`src/rtl/acc_pkg.sv`:
```
package acc_pkg;
  // register byte offsets
  localparam logic [5:0] SETUP1_OFS   = 6'h00;
  localparam logic [5:0] SETUP2_OFS   = 6'h04;
  localparam logic [5:0] SETUP3_OFS   = 6'h08;
  localparam logic [5:0] SETUP4_OFS   = 6'h0c;
  localparam logic [5:0] OFFSET_OFS   = 6'h10;
  localparam logic [5:0] GAIN_OFS     = 6'h1c;
  localparam logic [5:0] STATUS_OFS   = 6'h28;
  localparam logic [5:0] WORD_OFS     = 6'h2c;
  // reset values and writable masks
  localparam logic [7:0] SETUP1_RST   = 8'h03;
  localparam logic [7:0] SETUP2_RST   = 8'h23;
  localparam logic [7:0] SETUP3_RST   = 8'h1f;
  localparam logic [7:0] SETUP4_RST   = 8'h05;
  localparam logic [7:0] OFFSET_RST   = 8'h80;
  localparam logic [7:0] GAIN_RST     = 8'h00;
  localparam logic [7:0] SETUP1_MASK  = 8'h7f;
  localparam logic [7:0] SETUP2_MASK  = 8'hec;
  localparam logic [7:0] SETUP2_FIX   = 8'h03;
  localparam logic [7:0] SETUP3_MASK  = 8'h3f;
  localparam logic [7:0] SETUP4_MASK  = 8'h38;
  localparam logic [7:0] SETUP4_FIX   = 8'h05;
  // field positions
  localparam int S1_EN   = 0;
  localparam int S1_DS   = 1;
  localparam int S1_SEL  = 2;
  localparam int S1_TIE  = 3;
  localparam int S1_FS   = 4;
  localparam int S2_INV  = 2;
  localparam int S2_EXT  = 3;
  localparam int S2_RNG  = 5;
  localparam int S3_CODE = 0;
  localparam int S3_TIM  = 4;
  localparam int S4_CLMP = 3;
  localparam int S4_COL  = 4;
  // analogue levels as 16-bit codes, 1 V = 16384
  localparam logic [15:0] DAC_STEP_LO = 16'h0b85;
  localparam logic [15:0] DAC_BOT_LO  = 16'h1333;
  localparam logic [15:0] DAC_STEP_HI = 16'h07df;
  localparam logic [15:0] DAC_BOT_HI  = 16'h0ccd;
  localparam logic [7:0]  OFS_STEP    = 8'h21;
  localparam logic [11:0] GAIN_BASE   = 12'h0c8;
  localparam logic [11:0] GAIN_SLOPE  = 12'h792;
  localparam logic [16:0] ADC_MID     = 17'h07fff;
  localparam logic [16:0] ADC_TOP     = 17'h0ffff;
  localparam logic [2:0]  REF_DELAY   = 3'h1;
  typedef enum logic [1:0] {
    ACC_RED   = 2'b00,
    ACC_GREEN = 2'b01,
    ACC_BLUE  = 2'b10,
    ACC_RSVD  = 2'b11
  } acc_colour_t;
endpackage

```
`src/rtl/acc_sample_proc.sv`:
```
`timescale 1ns/10ps
module acc_sample_proc (
  input  wire logic              clk,
  input  wire logic              rst,
  input  wire logic              start,
  input  wire logic [15:0]       video,
  input  wire logic [15:0]       ref_level,
  input  wire logic [7:0]        offset,
  input  wire logic [7:0]        gain,
  input  wire logic [1:0]        placement,
  input  wire logic              invert,
  output logic [15:0]            word,
  output logic                   valid
);
  typedef struct packed {
    logic               v1;
    logic signed [19:0] v2;
    logic [11:0]        g;
    logic [1:0]         fs;
    logic               inv;
    logic               v;
    logic [15:0]        w;
  } acc_proc_t;
  acc_proc_t r_reg, r_next;
  logic signed [31:0] prod;
  logic signed [31:0] d1;
  logic [19:0]        gm;

  always_comb begin
    r_next = r_reg;
    gm = 20'(gain) * 20'(acc_pkg::GAIN_SLOPE);
    prod = 32'(r_reg.v2) * $signed({20'h0, r_reg.g});
    d1 = (prod >>> 7);
    r_next.v1 = start;
    r_next.fs = placement;
    r_next.inv = invert;
    // offset centred on half a code; gain in 1/256 steps
    r_next.v2 = 20'($signed({4'h0, video}) - $signed({4'h0, ref_level}))
              + 20'(($signed({12'h0, offset, 1'b0}) - 20'sd255)
              * $signed({12'h0, acc_pkg::OFS_STEP}) >>> 1);
    r_next.g = acc_pkg::GAIN_BASE + 12'(gm >> 8);
    r_next.v = r_reg.v1;
    if (r_reg.v1) begin
      case (r_reg.fs)
        2'b10:   d1 = d1 + 32'(acc_pkg::ADC_TOP);
        2'b11:   d1 = d1;
        default: d1 = d1 + 32'(acc_pkg::ADC_MID);
      endcase
      if (d1 < 0)
        d1 = 0;
      else if (d1 > 32'(acc_pkg::ADC_TOP))
        d1 = 32'(acc_pkg::ADC_TOP);
      r_next.w = r_reg.inv ? 16'hffff - d1[15:0] : d1[15:0];
    end
  end

  always_ff @(posedge clk) begin
    if (rst)
      r_reg <= '0;
    else
      r_reg <= r_next;
  end

  assign word = r_reg.w;
  assign valid = r_reg.v;
endmodule

```
`src/rtl/acc_nibble_tx.sv`:
```
`timescale 1ns/10ps
module acc_nibble_tx (
  input  wire logic        clk,
  input  wire logic        rst,
  input  wire logic        load,
  input  wire logic [15:0] word,
  output logic [3:0]       nibble,
  output logic             first
);
  typedef struct packed {
    logic [11:0] rest;
    logic [1:0]  left;
    logic [3:0]  nib;
    logic        fst;
  } acc_tx_t;
  acc_tx_t r_reg, r_next;

  always_comb begin
    r_next = r_reg;
    r_next.fst = 1'b0;
    if (load) begin
      r_next.nib = word[15:12];
      r_next.rest = word[11:0];
      r_next.left = 2'h3;
      r_next.fst = 1'b1;
    end else if (r_reg.left != 2'h0) begin
      r_next.nib = r_reg.rest[11:8];
      r_next.rest = {r_reg.rest[7:0], 4'h0};
      r_next.left = r_reg.left - 2'h1;
    end
  end

  always_ff @(posedge clk) begin
    if (rst)
      r_reg <= '0;
    else
      r_reg <= r_next;
  end

  assign nibble = r_reg.nib;
  assign first = r_reg.fst;
endmodule

```
`src/rtl/acc_afe_channel_control.sv`:
```
// The AXI4-Lite register port and the placing of the registers were decided locally.
`timescale 1ns/10ps
// Overview of operation
// - input select bit picks input a or b
// - tie bit joins both video inputs
// - reserved colour code keeps the last coefficient set
// - colour code picks red, green, blue pair
// - separate 8-bit offset and gain per colour
// - clamp request captured during sample pulse
// - captured level gates next clamp pulse
// - clamp pulse switches node to reference
// - timing field places clamp and reset sample
// - 4-bit code drives dac, range bit narrows it
// - external bit disables dac for pin voltage
// - double sampling references reset level
// - reset sampled before video, then subtracted
// - single sampling uses dac level, or pin voltage if external
// - dac level is step times code plus base
// - placement field sets zero input position
// - sample becomes 16-bit word, 4-bit bus
// - invert bit gives full scale minus word
// - four nibbles sent most significant first
module acc_afe_channel_control (
  input  wire logic        MCLK,
  input  wire logic        RESET,
  input  wire logic        SAMPLE_PULSE,
  input  wire logic [15:0] VIDEO_INPUT_A,
  input  wire logic [15:0] VIDEO_INPUT_B,
  input  wire logic [15:0] CLAMP_BIAS_PIN_IN,
  output logic [15:0]      CLAMP_BIAS_PIN_OUT,
  output logic             CLAMP_BIAS_PIN_OE,
  output logic             CLAMP_PULSE,
  output logic             INPUT_TIE,
  output logic [3:0]       NIBBLE_OUTPUT_BUS,
  output logic             NIBBLE_FIRST,
  input  wire logic [5:0]  S_AXI_AWADDR,
  input  wire logic        S_AXI_AWVALID,
  output logic             S_AXI_AWREADY,
  input  wire logic [31:0] S_AXI_WDATA,
  input  wire logic [3:0]  S_AXI_WSTRB,
  input  wire logic        S_AXI_WVALID,
  output logic             S_AXI_WREADY,
  output logic [1:0]       S_AXI_BRESP,
  output logic             S_AXI_BVALID,
  input  wire logic        S_AXI_BREADY,
  input  wire logic [5:0]  S_AXI_ARADDR,
  input  wire logic        S_AXI_ARVALID,
  output logic             S_AXI_ARREADY,
  output logic [31:0]      S_AXI_RDATA,
  output logic [1:0]       S_AXI_RRESP,
  output logic             S_AXI_RVALID,
  input  wire logic        S_AXI_RREADY
);
  typedef struct packed {
    logic [1:0]       sp_s;
    logic             sp_d;
    logic [1:0][15:0] va_s;
    logic [1:0][15:0] vb_s;
    logic [1:0][15:0] bias_s;
    logic [7:0]       s1;
    logic [7:0]       s2;
    logic [7:0]       s3;
    logic [7:0]       s4;
    logic [2:0][7:0]  offs;
    logic [2:0][7:0]  gains;
    logic [7:0]       cur_off;
    logic [7:0]       cur_gain;
    logic [1:0]       cur_col;
    logic             clamp_cap;
    logic             pend;
    logic [2:0]       cnt;
    logic             clamp;
    logic [15:0]      reset_lvl;
    logic [15:0]      dac_out;
    logic             dac_oe;
    logic             tie;
    logic             aw_full;
    logic [5:0]       aw_addr;
    logic             w_full;
    logic [7:0]       w_byte;
    logic             w_en;
    logic             awready;
    logic             wready;
    logic             bvalid;
    logic [1:0]       bresp;
    logic             arready;
    logic             rvalid;
    logic [1:0]       rresp;
    logic [31:0]      rdata;
    logic [15:0]      last_word;
  } acc_state_t;
  acc_state_t r_reg, r_next;

  logic        rise;
  logic        fall;
  logic [15:0] vid_now;
  logic [15:0] ref_now;
  logic [15:0] dac_lvl;
  logic        start;
  logic [15:0] word;
  logic        word_v;
  logic [7:0]  wb;

  acc_sample_proc u_proc (
    .clk       (MCLK),
    .rst       (RESET),
    .start     (start),
    .video     (vid_now),
    .ref_level (ref_now),
    .offset    (r_reg.cur_off),
    .gain      (r_reg.cur_gain),
    .placement (r_reg.s1[acc_pkg::S1_FS +: 2]),
    .invert    (r_reg.s2[acc_pkg::S2_INV]),
    .word      (word),
    .valid     (word_v)
  );

  acc_nibble_tx u_tx (
    .clk    (MCLK),
    .rst    (RESET),
    .load   (word_v),
    .word   (word),
    .nibble (NIBBLE_OUTPUT_BUS),
    .first  (NIBBLE_FIRST)
  );

  always_comb begin
    rise = r_reg.sp_s[1] && !r_reg.sp_d;
    fall = !r_reg.sp_s[1] && r_reg.sp_d;
    start = fall && r_reg.s1[acc_pkg::S1_EN];
    if (r_reg.s1[acc_pkg::S1_TIE])
      vid_now = 16'((17'(r_reg.va_s[1]) + 17'(r_reg.vb_s[1])) >> 1);
    else if (r_reg.s1[acc_pkg::S1_SEL])
      vid_now = r_reg.vb_s[1];
    else
      vid_now = r_reg.va_s[1];
    if (r_reg.s2[acc_pkg::S2_RNG])
      dac_lvl = 16'(r_reg.s3[3:0] * acc_pkg::DAC_STEP_HI)
              + acc_pkg::DAC_BOT_HI;
    else
      dac_lvl = 16'(r_reg.s3[3:0] * acc_pkg::DAC_STEP_LO)
              + acc_pkg::DAC_BOT_LO;
    if (r_reg.s1[acc_pkg::S1_DS])
      ref_now = r_reg.reset_lvl;
    else if (r_reg.s2[acc_pkg::S2_EXT])
      ref_now = r_reg.bias_s[1];
    else
      ref_now = r_reg.dac_out;
  end

  always_comb begin
    r_next = r_reg;
    wb = r_reg.w_byte;
    r_next.sp_s = {r_reg.sp_s[0], SAMPLE_PULSE};
    r_next.sp_d = r_reg.sp_s[1];
    r_next.va_s = {r_reg.va_s[0], VIDEO_INPUT_A};
    r_next.vb_s = {r_reg.vb_s[0], VIDEO_INPUT_B};
    r_next.bias_s = {r_reg.bias_s[0], CLAMP_BIAS_PIN_IN};
    r_next.clamp = 1'b0;
    r_next.tie = r_reg.s1[acc_pkg::S1_TIE];
    if (word_v)
      r_next.last_word = word;
    r_next.dac_out = dac_lvl;
    r_next.dac_oe = !r_reg.s2[acc_pkg::S2_EXT];
    if (rise) begin
      r_next.clamp_cap = r_reg.s4[acc_pkg::S4_CLMP];
      if (r_reg.s4[acc_pkg::S4_COL +: 2] != acc_pkg::ACC_RSVD) begin
        r_next.cur_col = r_reg.s4[acc_pkg::S4_COL +: 2];
        r_next.cur_off = r_reg.offs[r_reg.s4[acc_pkg::S4_COL +: 2]];
        r_next.cur_gain = r_reg.gains[r_reg.s4[acc_pkg::S4_COL +: 2]];
      end
    end
    if (fall) begin
      r_next.pend = 1'b1;
      r_next.cnt = r_reg.s3[acc_pkg::S3_TIM +: 2] + acc_pkg::REF_DELAY;
    end else if (r_reg.pend && r_reg.cnt != 3'h0) begin
      r_next.cnt = r_reg.cnt - 3'h1;
    end else if (r_reg.pend) begin
      r_next.pend = 1'b0;
      r_next.reset_lvl = vid_now;
      if (r_reg.clamp_cap) begin
        r_next.clamp = 1'b1;
        r_next.reset_lvl = r_reg.s2[acc_pkg::S2_EXT] ? r_reg.bias_s[1]
                                                     : r_reg.dac_out;
      end
    end
    // write channel: address and data in either order
    if (S_AXI_AWVALID && r_reg.awready) begin
      r_next.aw_full = 1'b1;
      r_next.aw_addr = S_AXI_AWADDR;
    end
    if (S_AXI_WVALID && r_reg.wready) begin
      r_next.w_full = 1'b1;
      r_next.w_byte = S_AXI_WDATA[7:0];
      r_next.w_en = S_AXI_WSTRB[0];
    end
    if (S_AXI_BVALID && S_AXI_BREADY)
      r_next.bvalid = 1'b0;
    if (r_reg.aw_full && r_reg.w_full && !r_reg.bvalid) begin
      r_next.aw_full = 1'b0;
      r_next.w_full = 1'b0;
      r_next.bvalid = 1'b1;
      r_next.bresp = 2'b00;
      case (r_reg.aw_addr)
        acc_pkg::SETUP1_OFS: if (r_reg.w_en)
          r_next.s1 = wb & acc_pkg::SETUP1_MASK;
        acc_pkg::SETUP2_OFS: if (r_reg.w_en)
          r_next.s2 = (wb & acc_pkg::SETUP2_MASK) | acc_pkg::SETUP2_FIX;
        acc_pkg::SETUP3_OFS: if (r_reg.w_en)
          r_next.s3 = wb & acc_pkg::SETUP3_MASK;
        acc_pkg::SETUP4_OFS: if (r_reg.w_en)
          r_next.s4 = (wb & acc_pkg::SETUP4_MASK) | acc_pkg::SETUP4_FIX;
        6'h10, 6'h14, 6'h18: if (r_reg.w_en)
          r_next.offs[2'(r_reg.aw_addr[5:2] - 4'h4)] = wb;
        6'h1c, 6'h20, 6'h24: if (r_reg.w_en)
          r_next.gains[2'(r_reg.aw_addr[5:2] - 4'h7)] = wb;
        acc_pkg::STATUS_OFS, acc_pkg::WORD_OFS: ;
        default: r_next.bresp = 2'b10;
      endcase
    end
    r_next.awready = !r_next.aw_full;
    r_next.wready = !r_next.w_full;
    if (S_AXI_RVALID && S_AXI_RREADY) begin
      r_next.rvalid = 1'b0;
      r_next.arready = 1'b1;
    end
    if (S_AXI_ARVALID && r_reg.arready) begin
      r_next.arready = 1'b0;
      r_next.rvalid = 1'b1;
      r_next.rresp = 2'b00;
      r_next.rdata = 32'h0;
      case (S_AXI_ARADDR)
        acc_pkg::SETUP1_OFS: r_next.rdata[7:0] = r_reg.s1;
        acc_pkg::SETUP2_OFS: r_next.rdata[7:0] = r_reg.s2;
        acc_pkg::SETUP3_OFS: r_next.rdata[7:0] = r_reg.s3;
        acc_pkg::SETUP4_OFS: r_next.rdata[7:0] = r_reg.s4;
        6'h10, 6'h14, 6'h18:
          r_next.rdata[7:0] = r_reg.offs[2'(S_AXI_ARADDR[5:2] - 4'h4)];
        6'h1c, 6'h20, 6'h24:
          r_next.rdata[7:0] = r_reg.gains[2'(S_AXI_ARADDR[5:2] - 4'h7)];
        acc_pkg::STATUS_OFS:
          r_next.rdata[3:0] = {r_reg.pend, r_reg.clamp_cap, r_reg.cur_col};
        acc_pkg::WORD_OFS:   r_next.rdata[15:0] = r_reg.last_word;
        default:             r_next.rresp = 2'b10;
      endcase
    end
  end

  always_ff @(posedge MCLK) begin
    if (RESET) begin
      r_reg <= '0;
      r_reg.s1 <= acc_pkg::SETUP1_RST;
      r_reg.s2 <= acc_pkg::SETUP2_RST;
      r_reg.s3 <= acc_pkg::SETUP3_RST;
      r_reg.s4 <= acc_pkg::SETUP4_RST;
      r_reg.offs <= {3{acc_pkg::OFFSET_RST}};
      r_reg.gains <= {3{acc_pkg::GAIN_RST}};
      r_reg.cur_off <= acc_pkg::OFFSET_RST;
      r_reg.cur_gain <= acc_pkg::GAIN_RST;
      r_reg.awready <= 1'b1;
      r_reg.wready <= 1'b1;
      r_reg.arready <= 1'b1;
    end else begin
      r_reg <= r_next;
    end
  end

  assign CLAMP_BIAS_PIN_OUT = r_reg.dac_out;
  assign CLAMP_BIAS_PIN_OE  = r_reg.dac_oe;
  assign CLAMP_PULSE        = r_reg.clamp;
  assign INPUT_TIE          = r_reg.tie;
  assign S_AXI_AWREADY      = r_reg.awready;
  assign S_AXI_WREADY       = r_reg.wready;
  assign S_AXI_BVALID       = r_reg.bvalid;
  assign S_AXI_BRESP        = r_reg.bresp;
  assign S_AXI_ARREADY      = r_reg.arready;
  assign S_AXI_RVALID       = r_reg.rvalid;
  assign S_AXI_RDATA        = r_reg.rdata;
  assign S_AXI_RRESP        = r_reg.rresp;
endmodule

```
`config.mk`:
```
export PLATFORM = sky130hd
export DESIGN_NAME = acc_afe_channel_control
export DESIGN_NICKNAME = d
export VERILOG_FILES = /design/src/rtl/acc_pkg.sv /design/src/rtl/acc_sample_proc.sv /design/src/rtl/acc_nibble_tx.sv /design/src/rtl/acc_afe_channel_control.sv
export SDC_FILE = /design/constraint.sdc
export NUM_CORES = 1
export LEC_CHECK = 0
export ABC_AREA = 1
export BUFFER_PORTS_ARGS = -buffer_cell sky130_fd_sc_hd__buf_4
export CAP_MARGIN = 15
export CORE_MARGIN = 2
export CORE_UTILIZATION = 55
export CTS_CLUSTER_SIZE = 20
export DETAILED_ROUTE_END_ITERATION = 10
export PLACE_DENSITY_LB_ADDON = 0.3
export SYNTH_ARGS = -nofsm -noshare
export SYNTH_HDL_FRONTEND = slang
export SYNTH_HIERARCHICAL = 1
export SYNTH_SLANG_ARGS = --single-unit
```
`constraint.sdc`:
```
create_clock -name MCLK -period 14.2 [get_ports MCLK]
set_input_delay 1.42 -clock MCLK [delete_from_list [all_inputs] [get_ports MCLK]]
set_output_delay 1.42 -clock MCLK [all_outputs]
set_load 0.01 [all_outputs]
```
==> out/metrics.csv <==
stage,metric,value,unit
run_status,run status,"finished, final reports clean",
clocking,clock buffer depth,3,
synthesis,most frequent cells after synthesis,"inv_1 (833), nand2_1 (762), nor2_1 (390), dfxtp_1 (352), a21oi_1 (312)",
grt,antenna violations before repair,0,
grt,number of global-route vias before repair,24100,
power_and_ir_drop,Pint,2460,µW
die,Die W,236,µm
synthesis,"area leader, netlist",dfxtp_1,
critical_path,Worst Setup Start Kind,flop,
power_and_ir_drop,Clock power frac,0.248,
clocking,"Clk pin slew, worst setup/hold paths",0.06,ns
final_layout,layout cell share with drive strength beyond 1,0.0719,
clocking,clk_lat worst skew,0.56,ns
critical_path,cell at the slowest stage of the critical path,dfxtp_1,
final_layout,design area,0.0318,mm²
critical_path,Top delay family on crit path,adder cells,
critical_path,Worst Path Arrival,8.08,ns
clocking,# hold bufs at CTS,0,
worst_hold_path,Hold Path Cell Cnt,2,
critical_path,Worst path max stage delay,0.89,ns
final_layout,max FFs per register,181,
timing,fin crit period,7.65,ns
worst_hold_path,HP Class,reg -> reg,
worst_hold_path,Worst Hold End,r_reg[266],
power_and_ir_drop,Leak Pwr,0.0169,µW
timing,fin crit share,0.539,
power_and_ir_drop,Peak VDD IR,0.127,mV
grt,first-pass GRT wire length,117000,µm
drt,drt initial violations,1685,
synthesis,#FFs+latches synth,352,
timing,Final Hold Violating Endpoints,0,
placed_design,"Cell Area, Placed",0.0304,mm²
power_and_ir_drop,Power Total,4400,µW
critical_path,cell count of the worst reg-to-reg path,24,
worst_hold_path,hold path startpoint,r_next[266],
clocking,post_cts resized,0,
drt,vias post-DR,25000,
final_layout,# nets final,4665,
die,# IOs,169,
power_and_ir_drop,Sw Pwr,1940,µW
final_layout,fillcell total,5008,
timing,WHS,0.393,ns
clocking,H-Tree Depth,2,
critical_path,RR Endpoint,u_proc/word[8],
timing,maximum clock frequency,131,MHz
timing,skew final,0.0212,ns
drt,Via density,5.17,
clocking,CTS tree,yes,
timing,Max Slew Vio Count,0,
final_layout,Antenna diodes,0,
critical_path,crit path kind,reg -> reg,
critical_path,Worst R2R Setup Slack,6.55,ns
timing,Slew @ Worst Pin,1.11,ns
run,max_cap viols,0,
critical_path,CP required,14.64,ns
clocking,root buffer cell,clkbuf_16,
critical_path,crit end category,flop,
die,Die Span Y,236,µm
die,Rows,85,
grt,gr ovfl total,0,
grt,largest net degree at the start of global routing,100,
drt,ANT nets after route,0,
placed_design,HPWL Detailed,53800,µm
power_and_ir_drop,Seq pwr share,0.262,
synthesis,"Top FF cell, synth",dfxtp_1,
timing,final setup fails,0,
critical_path,CP bufs+invs,4,
final_layout,Layout area overhead,7.16,%
grt,GRT Total Usage,0.255,
power_and_ir_drop,Sw Share,0.440,
drt,First-pass DRT Iterations,6,
synthesis,top post-synthesis cells by area,"dfxtp_1 (24%), fa_1 (15%), inv_1 (11%)",
die,Initial Utilization,0.554,
synthesis,Syn Inst Count,4128,
placed_design,Placer Congestion,0.940,
synthesis,Syn Area/Cell,7.18,µm²
synthesis,"count leader, synth",inv_1,
power_and_ir_drop,power per cell area,139,mW/mm²
timing,RSZ-0062 raised after global routing,false,
drt,DR DRC count,0,
synthesis,Post-synth ARST share,0,
timing,setup_tns,0,ns
synthesis,Synth top area share,0.238,
synthesis,synth warn,6,
synthesis,Post-synth EDFFs,0,
die,Placeable Area,0.0535,mm²
placed_design,I/O Buffers,123,
synthesis,Yosys cell types,59,
power_and_ir_drop,Comb pwr share,0.490,
drt,Post-Route WL,70600,µm
critical_path,worst-path cell chain,nand2_1 > fa_1 > inv_1 > fa_1 > inv_1 > fa_1 > fa_1 > fa_1 > inv_1 > ha_1 > a21oi_1 > nand2_1 > a21oi_1 > xnor2_1 > ha_1 > inv_1 > o21ai_0 > a21oi_1 > nand2_1 > nand2_1 > o31ai_4 > a21oi_1 > nor2_1 > nor2_1,
critical_path,largest fanout on the critical path,32,
die,DIE AREA,0.0557,mm²
clocking,number of setup buffers added after CTS,0,
clocking,CTS sink cnt,352,
critical_path,Reg-to-Reg Start,u_proc/r_reg[21],
drt,routed len/inst,14.6,µm
synthesis,Post-Synthesis Cell Area,0.0296,mm²
clocking,CTS Buf Count,38,
synthesis,post-synthesis sequential area ratio,0.238,
timing,relative slew slack,0.261,
critical_path,CP most frequent cell,fa_1,
## power by group through the flow
| stage | clock network [µW] | logic, µW | registers (µW) |
|---|---|---|---|
| final | 1090 | 2160 | 1150 |
| after global routing | 1150 | 2480 | 1160 |
| after CTS | 1110 | 2170 | 1150 |
| after detailed placement | 0 | 2160 | 1170 |
| after global placement | 0 | 2120 | 1170 |
| after floorplan | 0 | 1780 | 1080 |
## stage by stage
stage          setup slack [ns]  std cells   util
3_3_place_gp               6.58       4758  0.568
2_1_floorplan              7.69       4145      -
3_5_place_dp               6.48       4758  0.568
6_report                   6.55       4826  0.594
5_1_grt                    5.90       4826  0.594
4_1_cts                    6.47       4826  0.594
## worst min-delay path, cell delays in order (launching register included)
cell	delay (ns)
dfxtp_1	0.29
inv_1	0.04
nor2_1	0.03
## how the worst max path moves through the flow
stage / startpoint / end / slack, ns / depth (start not counted)
6_report: u_proc/r_reg[21] / u_proc/word[8] / 6.55 / 24
5_1_grt: u_proc/r_reg[22] / u_proc/word[4] / 5.90 / 24
4_1_cts: u_proc/r_reg[22] / u_proc/word[5] / 6.47 / 24
3_5_place_dp: u_proc/r_reg[22] / u_proc/word[8] / 6.48 / 24
3_3_place_gp: u_proc/r_reg[21] / u_proc/word[8] / 6.58 / 24
2_1_floorplan: u_proc/r_reg[22] / u_proc/word[10] / 7.69 / 29
## routing by layer
layer | up-vias | share of wire | GRT usage
li1 | 12600 | - | -
met1 | 11600 | 0.43 | 0.322
met2 | 624 | 0.49 | 0.455
met3 | 113 | 0.055 | 0.0339
met4 | 0 | 0.024 | 0.0726
met5 | - | 0 | 0
## cell usage in the layout (no fill, tap or decap), types with 9 or more instances in the layout
cell type | Yosys | final
nand3_1 | 177 | 177
buf_4 | 76 | 129
dfxtp_1 | 352 | 352
nand3_2 | 14 | 14
nor2_1 | 390 | 390
nand2_2 | 30 | 30
nand3b_1 | 9 | 9
xor2_1 | 41 | 41
o21bai_1 | 17 | 17
nand4_1 | 23 | 23
nor2_2 | 9 | 9
o211ai_1 | 10 | 10
a21oi_1 | 312 | 312
a211oi_1 | 19 | 19
nand2_1 | 762 | 762
fa_1 | 225 | 225
inv_1 | 833 | 832
conb_1 | 1 | 18
ha_1 | 234 | 234
clkbuf_16 | 0 | 41
mux2i_1 | 16 | 16
nor3_1 | 24 | 24
o21ai_0 | 287 | 287
xnor2_1 | 22 | 22
o21ai_1 | 9 | 9
inv_2 | 14 | 15
## logic make-up after synthesis
logic type	share of synthesized area
AO/OA/AOI/OAI	0.127
XOR/XNOR	0.0197
adder cells (fa/ha/maj)	0.251
buffers and inverters	0.148
flip-flops	0.238
multiplexers	0.00541
other	0.000127
AND/OR/NAND/NOR	0.210
## layout make-up
cell class	instances	area [µm²]	share of cell area
sequential	352	7050	0.222
multi-input combinational	2727	18300	0.575
timing repair buffer	130	980	0.0309
inverter	853	3200	0.101
tap	696	871	0.0274
clock buffer	54	1150	0.0364
clock inverter	14	235	0.00741
No activity file was read; power rests on OpenSTA's default activity.
